**src/verilog/cfcr_pkg.sv**
```systemverilog
// Package: register map, field layout, reset values and timing of the coil front-end registers
package cfcr_pkg;
   // ==========================================================
   // Register indices (byte address is four times the index)
   localparam logic [5:0] IDX_GAIN = 6'h01;
   localparam logic [5:0] IDX_CTRL = 6'h03;
   localparam logic [5:0] IDX_STAT = 6'h04;
   localparam logic [5:0] IDX_ROUTE = 6'h10;
   localparam logic [5:0] IDX_IRQ_STS = 6'h20;
   localparam logic [5:0] IDX_IRQ_MSK = 6'h21;
   localparam int ADDR_W = 8;
   // ==========================================================
   // Reset values
   localparam logic [15:0] RST_GAIN = 16'h0000;
   localparam logic [15:0] RST_CTRL = 16'h0000;
   localparam logic [15:0] RST_STAT = 16'h0000;
   localparam logic [15:0] RST_ROUTE = 16'hF249;
   // ==========================================================
   // Field positions
   localparam int GAIN_CRS_LSB = 8;
   localparam int GAIN_FIN_LSB = 0;
   localparam int CODE_W = 6;
   localparam int CTRL_EXTRAP = 15;
   localparam int CTRL_CHECK = 13;
   localparam int CTRL_TURN = 11;
   localparam int STAT_OPEN = 13;
   localparam int SEL_W = 2;
   localparam int RECT_N = 4;
   // Interrupt status bits
   localparam int IRQ_N = 4;
   localparam int IRQ_DONE = 0;
   localparam int IRQ_OPEN = 1;
   localparam int IRQ_GAIN = 2;
   localparam int IRQ_TURN = 3;
   // ==========================================================
   // Gain loop timing and thresholds
   localparam int CLK_NS = 40;
   localparam int GAIN_PERIOD_NS = 100000;
   localparam int GAIN_PERIOD_CYC = GAIN_PERIOD_NS / CLK_NS;
   localparam int PEAK_W = 12;
   localparam logic [11:0] PEAK_HI = 12'hC00;
   localparam logic [11:0] PEAK_LO = 12'h600;
   localparam logic [5:0] CODE_MAX = 6'h3F;
   localparam logic [5:0] CODE_MIN = 6'h00;
   // ==========================================================
   typedef enum logic [1:0] {
      ST_IDLE = 2'b00,
      ST_LAUNCH = 2'b01,
      ST_WAIT = 2'b10
   } cfcr_state_t;
endpackage

```
**src/verilog/cfcr_gain_if.sv**
```systemverilog
// Interface: gain codes and update strobe between the gain loop and the register bank
interface cfcr_gain_if;
   logic [5:0] coarse_code;
   logic [5:0] fine_code;
   logic updated;
   modport loop (output coarse_code, output fine_code, output updated);
   modport regs (input coarse_code, input fine_code, input updated);
endinterface

```
**src/verilog/cfcr_gain_loop.sv**
```systemverilog
// Automatic amplifier gain loop for the coarse and fine receiver channels
module cfcr_gain_loop
   import cfcr_pkg::*;
(
   // Clock and reset
   input wire logic pclk,
   input wire logic presetn,
   input wire logic ce,
   // Receiver magnitudes
   input wire logic [cfcr_pkg::PEAK_W-1:0] coarse_peak,
   input wire logic [cfcr_pkg::PEAK_W-1:0] fine_peak,
   input wire logic peak_valid,
   // Codes out
   cfcr_gain_if.loop gif
);
   // ==========================================================
   // Period timer
   localparam logic [11:0] PERIOD_LAST = 12'(GAIN_PERIOD_CYC - 1);
   logic [11:0] tick_cnt;
   wire tick = (tick_cnt == PERIOD_LAST);
   wire [1:0] step;
   logic [5:0] code [2];
   logic [11:0] peak [2];
   wire [11:0] sample [2];
   assign sample[0] = coarse_peak;
   assign sample[1] = fine_peak;

   always_ff @(posedge pclk or negedge presetn) begin
      if (!presetn) begin
         tick_cnt <= '0;
         gif.updated <= 1'b0;
      end else if (ce) begin
         tick_cnt <= tick ? '0 : tick_cnt + 12'h001;
         // Only a real step counts, so a code clamped at an end raises no update
         gif.updated <= |step;
      end
   end
   // ==========================================================
   // Per channel: hold the largest magnitude, step the code once per period
   // Single steps keep the loop from hunting on a noisy peak.
   for (genvar c = 0; c < 2; c++) begin : g_ch
      wire [5:0] up = (code[c] == CODE_MAX) ? code[c] : code[c] + 6'h01;
      wire [5:0] dn = (code[c] == CODE_MIN) ? code[c] : code[c] - 6'h01;
      wire [5:0] next_code = (peak[c] > PEAK_HI) ? dn : (peak[c] < PEAK_LO) ? up : code[c];
      assign step[c] = tick && (next_code != code[c]);
      always_ff @(posedge pclk or negedge presetn) begin
         if (!presetn) begin
            code[c] <= RST_GAIN[5:0];
            peak[c] <= '0;
         end else if (ce) begin
            if (tick) begin
               code[c] <= next_code;
               peak[c] <= '0;
            end else if (peak_valid && sample[c] > peak[c]) begin
               peak[c] <= sample[c];
            end
         end
      end
   end
   assign gif.coarse_code = code[0];
   assign gif.fine_code = code[1];
endmodule

```
**src/verilog/cfcr_route_dec.sv**
```systemverilog
// Coarse rectifier input routing decoder, one registered selection per rectifier
module cfcr_route_dec
   import cfcr_pkg::*;
(
   // Clock and reset
   input wire logic pclk,
   input wire logic presetn,
   input wire logic ce,
   // Routing word and channel select
   input wire logic [15:0] route,
   input wire logic chan_sel,
   // Decoded receiver inputs, 3 bits per rectifier; reference tie flag, 1 bit per rectifier
   output logic [11:0] rect_pos_input,
   output logic [11:0] rect_neg_input,
   output logic [3:0] rect_neg_dc
);
   // ==========================================================
   for (genvar r = 0; r < RECT_N; r++) begin : g_rect
      wire [1:0] psel_code = route[4*r+2 +: SEL_W];
      wire [1:0] nsel_code = route[4*r +: SEL_W];
      wire same = (psel_code == nsel_code);
      always_ff @(posedge pclk or negedge presetn) begin
         if (!presetn) begin
            rect_pos_input[3*r +: 3] <= 3'h0;
            rect_neg_input[3*r +: 3] <= 3'h0;
            rect_neg_dc[r] <= 1'b0;
         end else if (ce) begin
            rect_pos_input[3*r +: 3] <= {chan_sel, psel_code};
            rect_neg_input[3*r +: 3] <= same ? 3'h0 : {chan_sel, nsel_code};
            rect_neg_dc[r] <= same;
         end
      end
   end
endmodule

```
**src/verilog/cfcr_regs.sv**
```systemverilog
// Coil front-end register bank: gain readback, control, status, coarse routing
module cfcr_regs
   import cfcr_pkg::*;
(
   // Clock, reset, enable
   input wire logic pclk,
   input wire logic presetn,
   input wire logic ce,
   // APB slave
   input wire logic psel,
   input wire logic penable,
   input wire logic pwrite,
   input wire logic [cfcr_pkg::ADDR_W-1:0] paddr,
   input wire logic [31:0] pwdata,
   output logic [31:0] prdata,
   output logic pready,
   output logic pslverr,
   // Receiver magnitudes for the gain loop
   input wire logic [cfcr_pkg::PEAK_W-1:0] coarse_peak,
   input wire logic [cfcr_pkg::PEAK_W-1:0] fine_peak,
   input wire logic peak_valid,
   // Applied gain codes
   output logic [5:0] coarse_amp_gain_code,
   output logic [5:0] fine_amp_gain_code,
   // Extrapolation control
   input wire logic other_gain_update,
   output logic angle_extrapolation_off,
   output logic extrapolation_hold,
   // Coil check engine
   output logic coil_check_go,
   input wire logic coil_check_done,
   input wire logic coil_check_open,
   // Turn counter
   output logic turn_count_clear,
   // Coarse routing
   input wire logic chan_sel,
   output logic [11:0] rect_pos_input,
   output logic [11:0] rect_neg_input,
   output logic [3:0] rect_neg_dc,
   // Interrupt
   output logic irq
);
   import cfcr_pkg::*;

   // ==========================================================
   // Submodules
   cfcr_gain_if gif ();

   cfcr_gain_loop u_gain (
      .pclk(pclk),
      .presetn(presetn),
      .ce(ce),
      .coarse_peak(coarse_peak),
      .fine_peak(fine_peak),
      .peak_valid(peak_valid),
      .gif(gif.loop)
   );

   logic [15:0] route;

   cfcr_route_dec u_route (
      .pclk(pclk),
      .presetn(presetn),
      .ce(ce),
      .route(route),
      .chan_sel(chan_sel),
      .rect_pos_input(rect_pos_input),
      .rect_neg_input(rect_neg_input),
      .rect_neg_dc(rect_neg_dc)
   );

   assign coarse_amp_gain_code = gif.coarse_code;
   assign fine_amp_gain_code = gif.fine_code;

   // ==========================================================
   // Address decode
   wire [5:0] idx = paddr[7:2];
   wire hit_gain = (idx == IDX_GAIN);
   wire hit_ctrl = (idx == IDX_CTRL);
   wire hit_stat = (idx == IDX_STAT);
   wire hit_route = (idx == IDX_ROUTE);
   wire hit_ists = (idx == IDX_IRQ_STS);
   wire hit_imsk = (idx == IDX_IRQ_MSK);
   wire hit = hit_gain | hit_ctrl | hit_stat | hit_route | hit_ists | hit_imsk;
   wire setup = psel && !penable;
   wire acc = psel && penable && pready;
   wire wr = acc && pwrite && !pslverr;

   // ==========================================================
   // Register state
   logic check_run;
   logic open_flag;
   cfcr_state_t state;
   logic [IRQ_N-1:0] irq_sts;
   logic [IRQ_N-1:0] irq_msk;

   wire [15:0] gain_word = {2'b00, gif.coarse_code, 2'b00, gif.fine_code};
   wire [15:0] ctrl_word = {angle_extrapolation_off, 1'b0, check_run, 1'b0,
                            turn_count_clear, 11'h000};
   wire [15:0] stat_word = {2'b00, open_flag, 13'h0000};
   wire [15:0] rd_word = hit_gain ? gain_word :
                         hit_ctrl ? ctrl_word :
                         hit_stat ? stat_word :
                         hit_route ? route :
                         hit_ists ? {12'h000, irq_sts} :
                         hit_imsk ? {12'h000, irq_msk} : 16'h0000;

   // ==========================================================
   // APB answer: data and pready are set up in the setup cycle,
   // so an access with ce high in its setup cycle takes exactly one access cycle.
   always_ff @(posedge pclk or negedge presetn) begin
      if (!presetn) begin
         prdata <= 32'h0000_0000;
         pready <= 1'b0;
         pslverr <= 1'b0;
      end else if (ce) begin
         pready <= setup;
         if (setup) begin
            prdata <= {16'h0000, rd_word};
            pslverr <= !hit;
         end
      end
   end

   // ==========================================================
   // Control bits
   wire wr_ctrl = wr && hit_ctrl;
   wire check_req = wr_ctrl && pwdata[CTRL_CHECK] && state == ST_IDLE;
   wire check_end = state == ST_WAIT && coil_check_done;
   // Gain register writes have no decode path on purpose.
   always_ff @(posedge pclk or negedge presetn) begin
      if (!presetn) begin
         angle_extrapolation_off <= RST_CTRL[CTRL_EXTRAP];
         turn_count_clear <= RST_CTRL[CTRL_TURN];
         route <= RST_ROUTE;
      end else if (ce) begin
         if (wr_ctrl) begin
            angle_extrapolation_off <= pwdata[CTRL_EXTRAP];
         end
         turn_count_clear <= wr_ctrl && pwdata[CTRL_TURN];
         if (wr && hit_route) begin
            route <= pwdata[15:0];
         end
      end
   end

   // Extrapolation is held for one cycle on any gain or offset update while angle_extrapolation_off is set
   always_ff @(posedge pclk or negedge presetn) begin
      if (!presetn) begin
         extrapolation_hold <= 1'b0;
      end else if (ce) begin
         extrapolation_hold <= angle_extrapolation_off && (gif.updated || other_gain_update);
      end
   end

   // ==========================================================
   // Coil check sequencer
   cfcr_state_t next_state;
   always_comb begin
      next_state = state;
      unique case (state)
         ST_IDLE: begin
            if (check_req) begin
               next_state = ST_LAUNCH;
            end
         end
         ST_LAUNCH: begin
            next_state = ST_WAIT;
         end
         ST_WAIT: begin
            if (coil_check_done) begin
               next_state = ST_IDLE;
            end
         end
         default: begin
            next_state = ST_IDLE;
         end
      endcase
   end

   always_ff @(posedge pclk or negedge presetn) begin
      if (!presetn) begin
         state <= ST_IDLE;
         check_run <= RST_CTRL[CTRL_CHECK];
         coil_check_go <= 1'b0;
         open_flag <= RST_STAT[STAT_OPEN];
      end else if (ce) begin
         state <= next_state;
         coil_check_go <= (state == ST_IDLE) && check_req;
         if (check_req) begin
            check_run <= 1'b1;
         end else if (check_end) begin
            check_run <= 1'b0;
         end
         if (check_end) begin
            open_flag <= coil_check_open;
         end
      end
   end

   // ==========================================================
   // Interrupts: sticky, write one to clear, a new event wins over the clear
   wire [IRQ_N-1:0] irq_evt = {turn_count_clear, gif.updated,
                               check_end && coil_check_open, check_end};
   wire [IRQ_N-1:0] irq_clr = (wr && hit_ists) ? pwdata[IRQ_N-1:0] : '0;
   wire [IRQ_N-1:0] next_irq_sts = (irq_sts & ~irq_clr) | irq_evt;
   always_ff @(posedge pclk or negedge presetn) begin
      if (!presetn) begin
         irq_sts <= '0;
         irq_msk <= '0;
         irq <= 1'b0;
      end else if (ce) begin
         irq_sts <= next_irq_sts;
         if (wr && hit_imsk) begin
            irq_msk <= pwdata[IRQ_N-1:0];
         end
         irq <= |(next_irq_sts & irq_msk);
      end
   end
endmodule

```
**config.mk**
```make
export PLATFORM = sky130hd
export DESIGN_NAME = cfcr_regs
export DESIGN_NICKNAME = d
export VERILOG_FILES = /design/src/verilog/cfcr_pkg.sv /design/src/verilog/cfcr_gain_if.sv /design/src/verilog/cfcr_gain_loop.sv /design/src/verilog/cfcr_route_dec.sv /design/src/verilog/cfcr_regs.sv
export SDC_FILE = /design/constraint.sdc
export NUM_CORES = 1
export LEC_CHECK = 0
export ABC_AREA = 0
export ABC_CLOCK_PERIOD_IN_PS = 2800
export BUFFER_PORTS_ARGS = -buffer_cell sky130_fd_sc_hd__buf_2
export CORE_ASPECT_RATIO = 1.2
export CORE_MARGIN = 2
export CORE_UTILIZATION = 25
export CTS_BUF_LIST = sky130_fd_sc_hd__clkbuf_8
export CTS_CLUSTER_DIAMETER = 40
export DETAILED_ROUTE_END_ITERATION = 10
export PLACE_DENSITY = 0.52
export SLEW_MARGIN = 20
export SYNTH_ARGS = -nofsm -noshare
export SYNTH_HDL_FRONTEND = slang
export SYNTH_SLANG_ARGS = --single-unit
```
**constraint.sdc**
```tcl
create_clock -name pclk -period 2.8 [get_ports pclk]
set_input_delay 0.14 -clock pclk [delete_from_list [all_inputs] [get_ports pclk]]
set_output_delay 0.14 -clock pclk [all_outputs]
set_load 0.01 [all_outputs]
```
After elaboration in Yosys (flattened, before gate mapping)
Cells that the tools add are included.
{"block": "classes", "n_lt_le_gt_ge": 6, "eq_ne": 19, "addsub": 5, "n_reduce_logical": 42, "mux": 29, "n_bitwise": 9}
{"operator": "$mux W16", "n": 4}
{"operator": "$mux W12", "n": 5}
{"operator": "$mux W6", "n": 8}
{"operator": "$eq A6 B6 Y1 const B", "n": 4}
{"operator": "$gt A12 B12 Y1", "n": 2}
{"operator": "$gt A12 B12 Y1 const B", "n": 2}
{"operator": "$lt A12 B11 Y1 const B", "n": 2}
{"operator": "$logic_and A1 B1 Y1", "n": 20}
{"operator": "$reduce_and A2 Y1", "n": 9}
{"operator": "$add A12 B1 Y12 const B", "n": 1}
{"operator": "$add A6 B1 Y6 const B", "n": 2}
{"operator": "$eq A12 B12 Y1 const B", "n": 1}
{"operator": "$logic_not A6 Y1", "n": 2}
{"operator": "$mux W3", "n": 4}
{"operator": "$mux W4", "n": 3}
{"operator": "$ne A6 B6 Y1", "n": 2}
{"operator": "$sub A6 B1 Y6 const B", "n": 2}
{"operator": "$and A4 B4 Y4", "n": 2}
{"operator": "$eq A2 B2 Y1", "n": 4}
{"operator": "$eq A6 B1 Y1 const B", "n": 1}
{"operator": "$eq A6 B2 Y1 const B", "n": 1}
{"operator": "$eq A6 B3 Y1 const B", "n": 1}
{"operator": "$eq A6 B5 Y1 const B", "n": 1}
{"operator": "$pmux W2 S3", "n": 1}
{"operator": "other kinds (15)", "n": 26}
{"block": "totals", "out_inout_bits": 79, "regBits": 128}

Depth between registers and ports, before layout
Gate-level depths: netlist (run 1).
{"block": "logic_depth", "depth_word": 11, "depth_mapped": 9, "mapped_depth_nobuf": 8}

By module
Synthesis (run 1) repeated with hierarchy kept, for this count alone.
{"block": "hier_totals", "hier_cells": 715, "hier_area_um2": 7105.6}
{"mod": "cfcr_gain_loop", "area_per_inst_um2": 3333.2, "instances": 1, "cells_each": 373}
{"mod": "cfcr_regs", "area_per_inst_um2": 2670.1, "instances": 1, "cells_each": 251}
{"mod": "cfcr_route_dec", "area_per_inst_um2": 1102.3, "instances": 1, "cells_each": 91}

Least setup slack after synthesis (run 1)
Ideal clock, no wire load.
{"block": "synth_timing", "kind": "register to register", "startpoint": "register u_gain.peak[21] in the netlist's numbering", "endpoint": "register u_gain.peak[12] in the netlist's numbering", "slack_ps": 690, "required_ps": 2679, "setup_ps": 121, "synth_period_minus_slack_ps": 2110, "n_path_buf": 1, "stages_incl_launch_ff": 9, "t_arrival_ps": 1989, "path_cell_list": "dfrtp_1 > inv_1 > ha_1 > a21o_1 > a21o_1 > a2111oi_0 > nor3_1 > clkbuf_1 > a22o_1"}
{"block": "synth_between", "elab_chain_len": 4}
{"element": "from (decl)", "line_no": "cfcr_gain_loop.sv:23", "source": "logic [11:0] peak [2];"}
{"element": "from (signal, indexed assignment)", "line_no": "cfcr_gain_loop.sv:55", "source": "peak[c] <= sample[c];"}
{"element": "$gt A12 B12 Y1", "line_no": "cfcr_gain_loop.sv:54", "source": "end else if (peak_valid && sample[c] > peak[c]) begin"}
{"element": "$logic_and A1 B1 Y1", "line_no": "cfcr_gain_loop.sv:54"}
{"element": "$reduce_bool A2 Y1 (no line)"}
{"element": "$reduce_and A2 Y1 (no line)"}
No other way between the ends.
A chain may end at the register's enable or synchronous reset.

Worst setup path after layout (run 1)
{"block": "layout_timing", "startpoint": "register u_gain.peak[21] in the netlist's numbering", "endpoint": "register u_gain.peak[17] in the netlist's numbering"}
Same word-level chain as after synthesis.

==> metrics.yaml, run 1 <==
run_status:
  status: "finished, final reports clean"
floorplan:
  core_area_um2: 26350
  die_h_um: 183.3
  die_width_um: 153.4
  rows: 65
  io-pin-count: 154
  start_util_pct: 25.43
  die_area_um2: 28130
synthesis:
  synthCells: 678
  yosysSeqAreaShare_pct: 46.83
  synth_ff_type: "dfrtp_1"
  netlist_area_um2: 6700
  synth_top_area_cell: "dfrtp_1"
  synth.distinct_cells: 65
  synth_area_per_cell_um2: 9.882
  yosys_warnings: 0
  synth_edf_count: 0
  synth_top_cells_by_area: "dfrtp_1 44%, ha_1 5.8%, nand2_1 4.9%"
  ys_async_sr_fraction_pct: 100.0
  synth_top_area_share_pct: 43.70
  ys_seq_elements: 125
cts:
  clock_latency_ns: 0.44
  cts_root_buffer: "clkbuf_8"
  cts_sinks: 125
  postCtsResizedCells: 0
  path_clk_slew_ns: 0.08
  cts_buffers: 17
  clk_path_buf_depth: 2
  cts_max_level: 4
  tritoncts: "done"
timing:
  slew_viol_final: 0
  finalSetupTns_ns: 0
  period_share_pct: 87.21
  hold_viol: 0
  whs_ns: 0.04160
  setup_viol: 0
  slew_headroom_pct: 47.07
  worstMarginPinSlew_ns: 0.7885
  finalCriticalPeriod_ns: 2.442
  grt_setup_unrepaired: "false"
  fmax_mhz: 409.5
  fin_worst_skew_ns: 0.01912
setup_path:
  path_cells: "inv_1 -> ha_1 -> a21o_1 -> a21o_1 -> a2111oi_0 -> o21a_1 -> a22o_1"
  endpoint_kind: "register"
  ff2ff_setup_slack_ns: 0.36
  critPathSlowestCell: "a2111oi_0"
  required_ns: 3.17
  cp_common_cell: "a21o_1"
  start_kind: "register"
  worst_ep_arrival_time_ns: 2.82
  cp_top_family: "compound AO/OA/AOI/OAI gates"
  worstSetupPathType: "reg2reg"
  cp_max_fo: 12
  worst_path_largest_cell_delay_ns: 0.60
  critPathBufInv: 1
layout:
  layout.cells.most_common: "buf_2"
  design_area_um2: 8434
  drive_above_1_share_pct: 24.35
  post-route-util_pct: 32.01
  diodes: 0
  nNetsFinal: 943
  syn2layout_area_growth_pct: 25.88
  layout_common_cells: "118 x buf_2, 117 x dfrtp_1, 88 x nand2_1"
  stdcell_count: 1185
detailed_routing:
  via_per_inst: 4.596
  vias: 5446
  finalWirelength_um: 17760
  drc: 0
  drt-pass1-iter-count: 4
  drt_iter0_drc: 240
  wl_per_cell_um: 14.99
  drt.antenna.violating_nets: 0
power:
  switching_share_pct: 33.99
  p_leak_nw: 3.993
  peakVddDrop_mv: 0.3273
  seqPwrFrac_pct: 44.5
  intPower_w: 0.003348
  p_per_area_nw_per_um2: 601.4
  p_switching_w: 0.001724
  clkPwrFrac_pct: 31.0
  combPwrFrac_pct: 24.5
placed_design:
  place_area_um2: 7619
  io_buffer_count: 119
  dp_hpwl_um: 13020
  dp_cells: 1110
  routabilityCongestion: 0.7727
grt:
  grt_pass1_wl_um: 29290
  track_usage_pct: 13.02
  antenna_found_initial: 0
  grt_max_degree: 53
  grt_pass1_vias: 5549
  grt-ovfl-total: 0
flow_run:
  drv_cap: 0
min_path:
  hold_path.class: "in2reg"
[routing by layer]
| metal | vias to the layer above | global-route usage (%) | routed length, um | share of wire, % |
|---|---|---|---|---|
| li1 | 2703 | - | - | - |
| met1 | 2615 | 16.56 | 8261 | 47 |
| met2 | 116 | 22.18 | 8594 | 48 |
| met3 | 12 | 3.166 | 736 | 4.1 |
| met4 | 0 | 3.413 | 166 | 0.93 |
| met5 | - | 0 | 0 | 0 |
[cell usage after synthesis, types with 9 or more instances]
cell type	n
o21ai_0	38
dfrtp_1	117
a21oi_1	32
a22oi_1	10
clkbuf_1	20
mux2i_1	13
xor2_1	12
nand2_1	88
o22ai_1	13
buf_2	9
inv_1	53
mux2_2	24
nand3_1	13
mux2_1	10
buf_4	20
ha_1	31
nand4_1	10
a22o_1	18
nor2_1	30
[stage by stage]
| step | power (W) | setup slack (ns) |
|---|---|---|
| floorplan | 0.003127 | 0.6901 |
| global placement | 0.003483 | 0.3827 |
| detailed placement | 0.003500 | 0.3806 |
| CTS | 0.005141 | 0.3472 |
| global route | 0.005444 | 0.09070 |
| finish | 0.005073 | 0.3582 |
[flip-flops by register name (all words and copies together) (netlist names)]
signal	cells
u_gain.peak	24
prdata	16
route	16
u_gain.tick_cnt	12
u_route.rect_neg_input	12
u_route.rect_pos_input	9
u_gain.gif.coarse_code	6
u_gain.gif.fine_code	6
irq_msk	4
irq_sts	4
u_route.rect_neg_dc	4
state	2
angle_extrapolation_off	1
check_run	1
coil_check_go	1
extrapolation_hold	1
irq	1
open_flag	1
pready	1
pslverr	1
turn_count_clear	1
u_gain.gif.updated	1
[final timing paths]
path / end / startpoint / depth (start not counted)
worst max-delay path: u_gain.peak[17] / u_gain.peak[21] / 7
worst min-delay path: u_route.rect_pos_input[2] / chan_sel / 3
worst max register to register: u_gain.peak[17] / u_gain.peak[21] / 7
worst min register to register: prdata[6] / prdata[6] / 2
max in group asynchronous: route[3] / presetn / 3
min in group asynchronous: u_route.rect_neg_input[0] / presetn / 2
[worst min-delay path: cells and delay by family]
| family | cells | cell delay [ns] |
|---|---|---|
| simple gates | 1 | 0.12 |
| buf+inv | 1 | 0.07 |
| compound gates | 1 | 0.11 |
[layout make-up]
type	count	area (um^2)
inverters	55	206.4
multi-input cells	464	3142
repair buffers	174	1144
well taps	335	419.2
clock buffers	17	234.0
fillers	2841	17920
clock inverters	15	151.4
flip-flops and latches	125	3138
[kinds of logic (layout without fill, tap and decap cells)]
family,Yosys count,in the layout,share of synthesized area [%]
simple gates,187,187,13.76
compound gates,164,164,16.30
flops,125,125,46.83
buf+inv,104,261,7.115
mux,47,47,7.656
fa+ha+maj,31,31,5.789
xor+xnor,19,19,2.484
other cells,1,16,0.05597
[timing repair]
| action | 4_1_cts | 5_1_grt |
|---|---|---|
| setup buffers | 0 | 0 |
| hold buffers | 43 | 0 |
| hold endpoints to repair | 92 | 0 |
[power by group through the flow]
stage | Sequential [W] | Clock [W] | Combinational [W]
final | 0.00226 | 0.00157 | 0.00124
after global placement | 0.00229 | 0 | 0.00119
after CTS | 0.00226 | 0.00162 | 0.00126
after floorplan | 0.00224 | 0 | 0.000891
after detailed placement | 0.00230 | 0 | 0.00120
after global routing | 0.00230 | 0.00171 | 0.00143
(Power assumes the default switching activity.)
==> run 2, diff against run 1 <==
==> constraint.sdc (replaced) <==
create_clock -name pclk -period 2.8 [get_ports pclk]
set_input_delay 0.56 -clock pclk [delete_from_list [all_inputs] [get_ports pclk]]
set_output_delay 0.56 -clock pclk [all_outputs]
set_load 0.01 [all_outputs]
==> metrics.yaml, run 2 (synthesized netlist as in run 1, its figures left out) <==
run_status:
  status: "finished, final reports clean"
layout:
  drive_above_1_share_pct: 26.56
  largest_reg_flops: 24
  nNetsFinal: 910
  layout_common_cells: "118 x buf_2, 117 x dfrtp_1, 88 x nand2_1"
  post-route-util_pct: 30.64
  fillers: 2836
  top_register: "u_gain.peak"
  stdcell_count: 1152
  diodes: 0
  largest_registers: "u_gain.peak (24), prdata (16), route (16)"
  layout.cells.most_common: "buf_2"
  syn2layout_area_growth_pct: 20.50
setup_path:
  cp_max_fo: 7
  required_ns: 3.09
  cp_top_family: "compound AO/OA/AOI/OAI gates"
  ff2ff_setup_slack_ns: 0.51
  rr_worst_depth: 5
  startpoint: "u_gain.peak[4]"
  worst_path_largest_cell_delay_ns: 0.54
  endpoint_kind: "register"
  path_cells: "nor4_1 -> a311oi_2 -> o41a_1 -> o41ai_1 -> o21ai_0"
  worstSetupPathType: "reg2reg"
  critPathBufInv: 0
  r2r_start: "u_gain.peak[4]"
  critPathSlowestCell: "o41ai_1"
  r2r_end: "u_gain.gif.updated"
  start_kind: "register"
  cp_num_cells: 5
  worst_ep_arrival_time_ns: 2.58
placed_design:
  dp_hpwl_um: 13110
  routabilityCongestion: 0.7659
  io_buffer_count: 119
  dp_cells: 1120
timing:
  finalSetupTns_ns: 0
  fmax_mhz: 436.1
  finalCriticalPeriod_ns: 2.293
  slew_headroom_pct: 58.15
  worstMarginPinSlew_ns: 0.6277
  grt_setup_unrepaired: "false"
  hold_viol: 0
  period_share_pct: 81.90
  fin_worst_skew_ns: 0.01685
  slew_viol_final: 0
  setup_viol: 0
min_path:
  hold_path.class: "in2async"
floorplan:
  core_area_um2: 26350
  die_h_um: 183.3
  rows: 65
  io-pin-count: 154
  die_width_um: 153.4
  start_util_pct: 25.43
  die_area_um2: 28130
detailed_routing:
  drt-pass1-iter-count: 5
  finalWirelength_um: 17600
  drt_iter0_drc: 295
  vias: 5391
  wl_per_cell_um: 15.28
  drt.antenna.violating_nets: 0
  drc: 0
  via_per_inst: 4.680
grt:
  antenna_found_initial: 0
  grt_pass1_wl_um: 29040
  grt_pass1_vias: 5364
  track_usage_pct: 12.90
  grt-ovfl-total: 0
  grt_max_degree: 53
cts:
  cts_max_level: 4
  hold_buffers: 0
  clock_latency_ns: 0.45
  postCtsResizedCells: 0
  cts_buffers: 17
  path_clk_slew_ns: 0.09
  cts_root_buffer: "clkbuf_8"
  cts_sinks: 125
  tritoncts: "done"
  post-cts-setup-buffers: 0
  clk_path_buf_depth: 2
power:
  p_per_area_nw_per_um2: 622.9
  p_leak_nw: 3.853
  peakVddDrop_mv: 0.3275
flow_run:
  drv_cap: 0
[run 2: area by class of cell]
type | count | area, um^2 | area share (%)
well taps | 335 | 419.2 | 5.191
repair buffers | 141 | 788.3 | 9.763
flip-flops and latches | 125 | 3138 | 38.87
clock inverters | 15 | 146.4 | 1.813
clock buffers | 17 | 234.0 | 2.898
inverters | 55 | 206.4 | 2.557
multi-input cells | 464 | 3142 | 38.91
[run 2: worst max-delay path by stage]
stage / endpoint / slack (ns)
6_report: u_gain.gif.updated / 0.51
5_1_grt: u_gain.gif.updated / 0.19
4_1_cts: u_gain.gif.updated / 0.41
3_5_place_dp: u_gain.peak[18] / 0.31
3_3_place_gp: u_gain.peak[21] / 0.25
2_1_floorplan: u_gain.peak[12] / 0.50
[run 2: where the power goes]
part           internal [W]  switching, W  total (W)
registers           0.00204      0.000211    0.00225
clock network      0.000658      0.000883    0.00154
logic              0.000564      0.000670    0.00123
total               0.00327       0.00176    0.00503
[run 2: worst register-to-register path, stage by stage (launching register included)]
cell      delay (ns)
dfrtp_1         0.40
nor4_1          0.45
a311oi_2        0.31
o41a_1          0.27
o41ai_1         0.54
o21ai_0         0.16
[run 2: per-layer routing]
metal,vias up,track usage (%),routed length [um]
li1,2639,-,-
met1,2580,16.83,8047
met5,-,0,0
met3,21,3.261,988
met4,0,3.817,269
met2,151,21.16,8294
[run 2: per-stage QoR]
stage / setup slack [ns] / power, W / area [um^2] / hold WS, ns
after floorplan: 0.4999 / 0.003127 / 6756 / 0.2644
after global placement: 0.2499 / 0.003514 / 7694 / 0.4582
after detailed placement: 0.3054 / 0.003533 / 7694 / 0.4694
after CTS: 0.4108 / 0.005110 / 8074 / 0.06256
after global routing: 0.1907 / 0.005409 / 8074 / 0.08167
final: 0.5067 / 0.005029 / 8074 / 0.06882
==> run 3, diff against run 2 <==
--- a/config.mk
+++ b/config.mk
@@ -5,8 +5,8 @@
 export SDC_FILE = /design/constraint.sdc
 export NUM_CORES = 1
 export LEC_CHECK = 0
-export ABC_AREA = 0
-export ABC_CLOCK_PERIOD_IN_PS = 2800
+export ABC_AREA = 1
+export ABC_CLOCK_PERIOD_IN_PS = 2200
 export BUFFER_PORTS_ARGS = -buffer_cell sky130_fd_sc_hd__buf_2
 export CORE_ASPECT_RATIO = 1.2
 export CORE_MARGIN = 2
==> constraint.sdc (replaced) <==
create_clock -name pclk -period 2.2 [get_ports pclk]
set_input_delay 0.44 -clock pclk [delete_from_list [all_inputs] [get_ports pclk]]
set_output_delay 0.44 -clock pclk [all_outputs]
set_load 0.01 [all_outputs]
==> metrics.yaml, run 3 <==
floorplan:
  core_area_um2: 27170
  io-pin-count: 154
  die_h_um: 186.5
  die_area_um2: 29110
  start_util_pct: 25.54
  die_width_um: 156.1
  rows: 66
timing:
  worstMarginPinSlew_ns: 0.6770
  finalSetupTns_ns: 0
  period_share_pct: 89.06
  setup_viol: 0
  whs_ns: 0.2029
  slew_headroom_pct: 54.82
  slew_viol_final: 0
  grt_setup_unrepaired: "false"
  finalCriticalPeriod_ns: 1.959
  fin_ws_ns: 0.2406
  fin_worst_skew_ns: 0.01458
  hold_viol: 0
  fmax_mhz: 510.4
placed_design:
  dp_hpwl_um: 14980
  post-place-ws_ns: -0.1005
  io_buffer_count: 119
  routabilityCongestion: 0.8480
  dp_cells: 1330
power:
  p_per_area_nw_per_um2: 816.0
  peakVddDrop_mv: 0.3383
  intPower_w: 0.004403
  switching_share_pct: 35.52
  fin_total_pwr_w: 0.006828
  seqPwrFrac_pct: 42.4
  combPwrFrac_pct: 26.3
  clkPwrFrac_pct: 31.3
  p_switching_w: 0.002426
  p_leak_nw: 4.326
grt:
  antenna_found_initial: 0
  grt_pass1_vias: 6011
  grt-ovfl-total: 0
  grt_max_degree: 38
  grt_pass1_wl_um: 32000
  grt_use_met1_pct: 18.33
  met3_usage_pct: 2.508
  grt.met2_usage_pct: 24.10
  grt.busiest_layer: "met2"
  track_usage_pct: 14.05
setup_path:
  endpoint_kind: "register"
  critPathSlowestCell: "dfrtp_1"
  cp_common_cell: "nand2_1"
  required_ns: 2.53
  worstSetupPathType: "reg2reg"
  critPathBufInv: 1
  cp_max_fo: 14
  worst_ep_arrival_time_ns: 2.29
  start_kind: "register"
  cp_top_family: "simple AND/OR/NAND/NOR gates"
  worst_path_largest_cell_delay_ns: 0.37
  path_cells: "ha_1 -> nand3_1 -> nor4_1 -> nand2_1 -> nor2_4 -> inv_1 -> nand2_1 -> nand2_1"
cts:
  post-cts-setup-buffers: 0
  cts_max_level: 4
  path_clk_slew_ns: 0.08
  clk_path_buf_depth: 2
  tritoncts: "done"
  cts_sinks: 125
  cts_buffers: 17
  cts_root_buffer: "clkbuf_8"
  clock_latency_ns: 0.45
layout:
  largest_registers: "u_gain.peak (24), prdata (16), route (16)"
  largest_reg_flops: 24
  drive_above_1_share_pct: 20.04
  layout_common_cells: "234 x nand2_1, 118 x buf_2, 117 x dfrtp_1"
  fillers: 2883
  nNetsFinal: 1116
  syn2layout_area_growth_pct: 20.59
  diodes: 0
  top_register: "u_gain.peak"
  stdcell_count: 1363
  layout.cells.most_common: "nand2_1"
detailed_routing:
  drc: 0
  vias: 6080
  via_per_inst: 4.461
  drt.antenna.violating_nets: 0
  finalWirelength_um: 20000
  drt_iter0_drc: 331
  drt-pass1-iter-count: 4
  wl_per_cell_um: 14.67
synthesis:
  synth_edf_count: 0
  ys_seq_elements: 125
  yosysSeqAreaShare_pct: 45.22
  yosys_warnings: 0
  yosysMostFrequentCell: "nand2_1"
  ys_top_cells_by_count: "234 x nand2_1, 117 x dfrtp_1, 109 x inv_1, 70 x nor2_1, 67 x nand3_1"
  ys_async_sr_fraction_pct: 100.0
  synth_top_cells_by_area: "dfrtp_1 42%, nand2_1 13%, inv_1 5.9%"
  synthCells: 877
  synth_top_area_cell: "dfrtp_1"
  synth_top_area_share_pct: 42.19
  netlist_area_um2: 6939
  synth_ff_type: "dfrtp_1"
  synth.distinct_cells: 39
  synth_area_per_cell_um2: 7.912
min_path:
  hold_path.class: "in2reg"
flow_run:
  drv_cap: 0
run_status:
  status: "finished, final reports clean"
run 3: changes by cell type in the layout (fill, tap and decap cells not counted), sizes merged, moves of 5 or more:
| cell | previous run | this run |
|---|---|---|
| mux2i | 13 | 0 |
| o31ai | 5 | 0 |
| o21ai | 40 | 62 |
| nor2 | 32 | 76 |
| nand3 | 13 | 67 |
| nand4 | 10 | 21 |
| a22oi | 10 | 2 |
| o22ai | 13 | 3 |
| and2 | 5 | 0 |
| a22o | 18 | 1 |
| inv | 64 | 118 |
| nand2 | 88 | 235 |
| nor3 | 10 | 15 |
| mux2 | 34 | 3 |
run 3: path summary, 6_finish.rpt:
| path | start | to | slack [ns] | depth (start not counted) |
|---|---|---|---|---|
| setup / recovery | u_gain.tick_cnt[1] | u_gain.gif.coarse_code[2] | 0.24 | 8 |
| hold / removal | coarse_peak[3] | u_gain.peak[15] | 0.20 | 3 |
| setup reg to reg | u_gain.tick_cnt[1] | u_gain.gif.coarse_code[2] | 0.24 | 8 |
| hold reg to reg | u_route.rect_pos_input[0] | u_route.rect_pos_input[0] | 0.48 | 2 |
| max in group asynchronous | presetn | route[0] | 1.04 | 3 |
| min in group asynchronous | presetn | u_gain.peak[15] | 0.47 | 2 |
run 3: power groups by stage:
stage	clock, W	sequential (W)	combinational [W]
6_report	0.00214	0.00289	0.00180
3_3_place_gp	0	0.00294	0.00178
4_1_cts	0.00221	0.00289	0.00183
2_1_floorplan	0	0.00292	0.00124
5_1_grt	0.00230	0.00294	0.00211
3_5_place_dp	0	0.00293	0.00182
run 3: worst register-to-register path, delay by kind of cell (launching register included):
kind	cells	cell delay [ns]
simple gates	6	1.03
fa+ha+maj	1	0.23
flops	1	0.37
buf+inv	1	0.22
run 3: cell families after synthesis:
| logic type | after synthesis | synth area share [%] |
|---|---|---|
| buffers and inverters | 156 | 10.13 |
| xor gates and xnor gates | 25 | 3.155 |
| AOI/OAI and AO/OA | 116 | 9.088 |
| DFF | 125 | 45.22 |
| muxes | 3 | 0.6491 |
| adders and majority gates | 31 | 5.590 |
| other | 1 | 0.05404 |
| and+or+nand+nor | 420 | 26.11 |
run 3: cell type report:
type / count / area, um^2 / area share, %
timing repair buffer: 143 / 818.3 / 9.779
multi-input combinational: 611 / 3159 / 37.75
inverter: 112 / 420.4 / 5.024
clock buffer: 18 / 247.7 / 2.961
clock inverter: 14 / 158.9 / 1.899
sequential: 125 / 3138 / 37.50
tap: 340 / 425.4 / 5.084
run 3: per-layer routing:
metal	vias up	routed length, um
li1	3068	-
met1	2847	9122
met2	149	9771
met3	16	914
met4	0	189
met5	-	0
run 3: what timing repair did:
action,CTS,global route
setup endpoints to repair,0,24
gates resized for setup,0,2
endpoints found under the hold margin,23,0
hold buffers,1,0
run 3: stage by stage:
stage | util, % | instance area, um^2
after detailed placement | 29.25 | 7946
after global routing | 30.80 | 8368
after global placement | 29.25 | 7946
after CTS | 30.78 | 8363
final | 30.80 | 8368
after floorplan | - | 6995
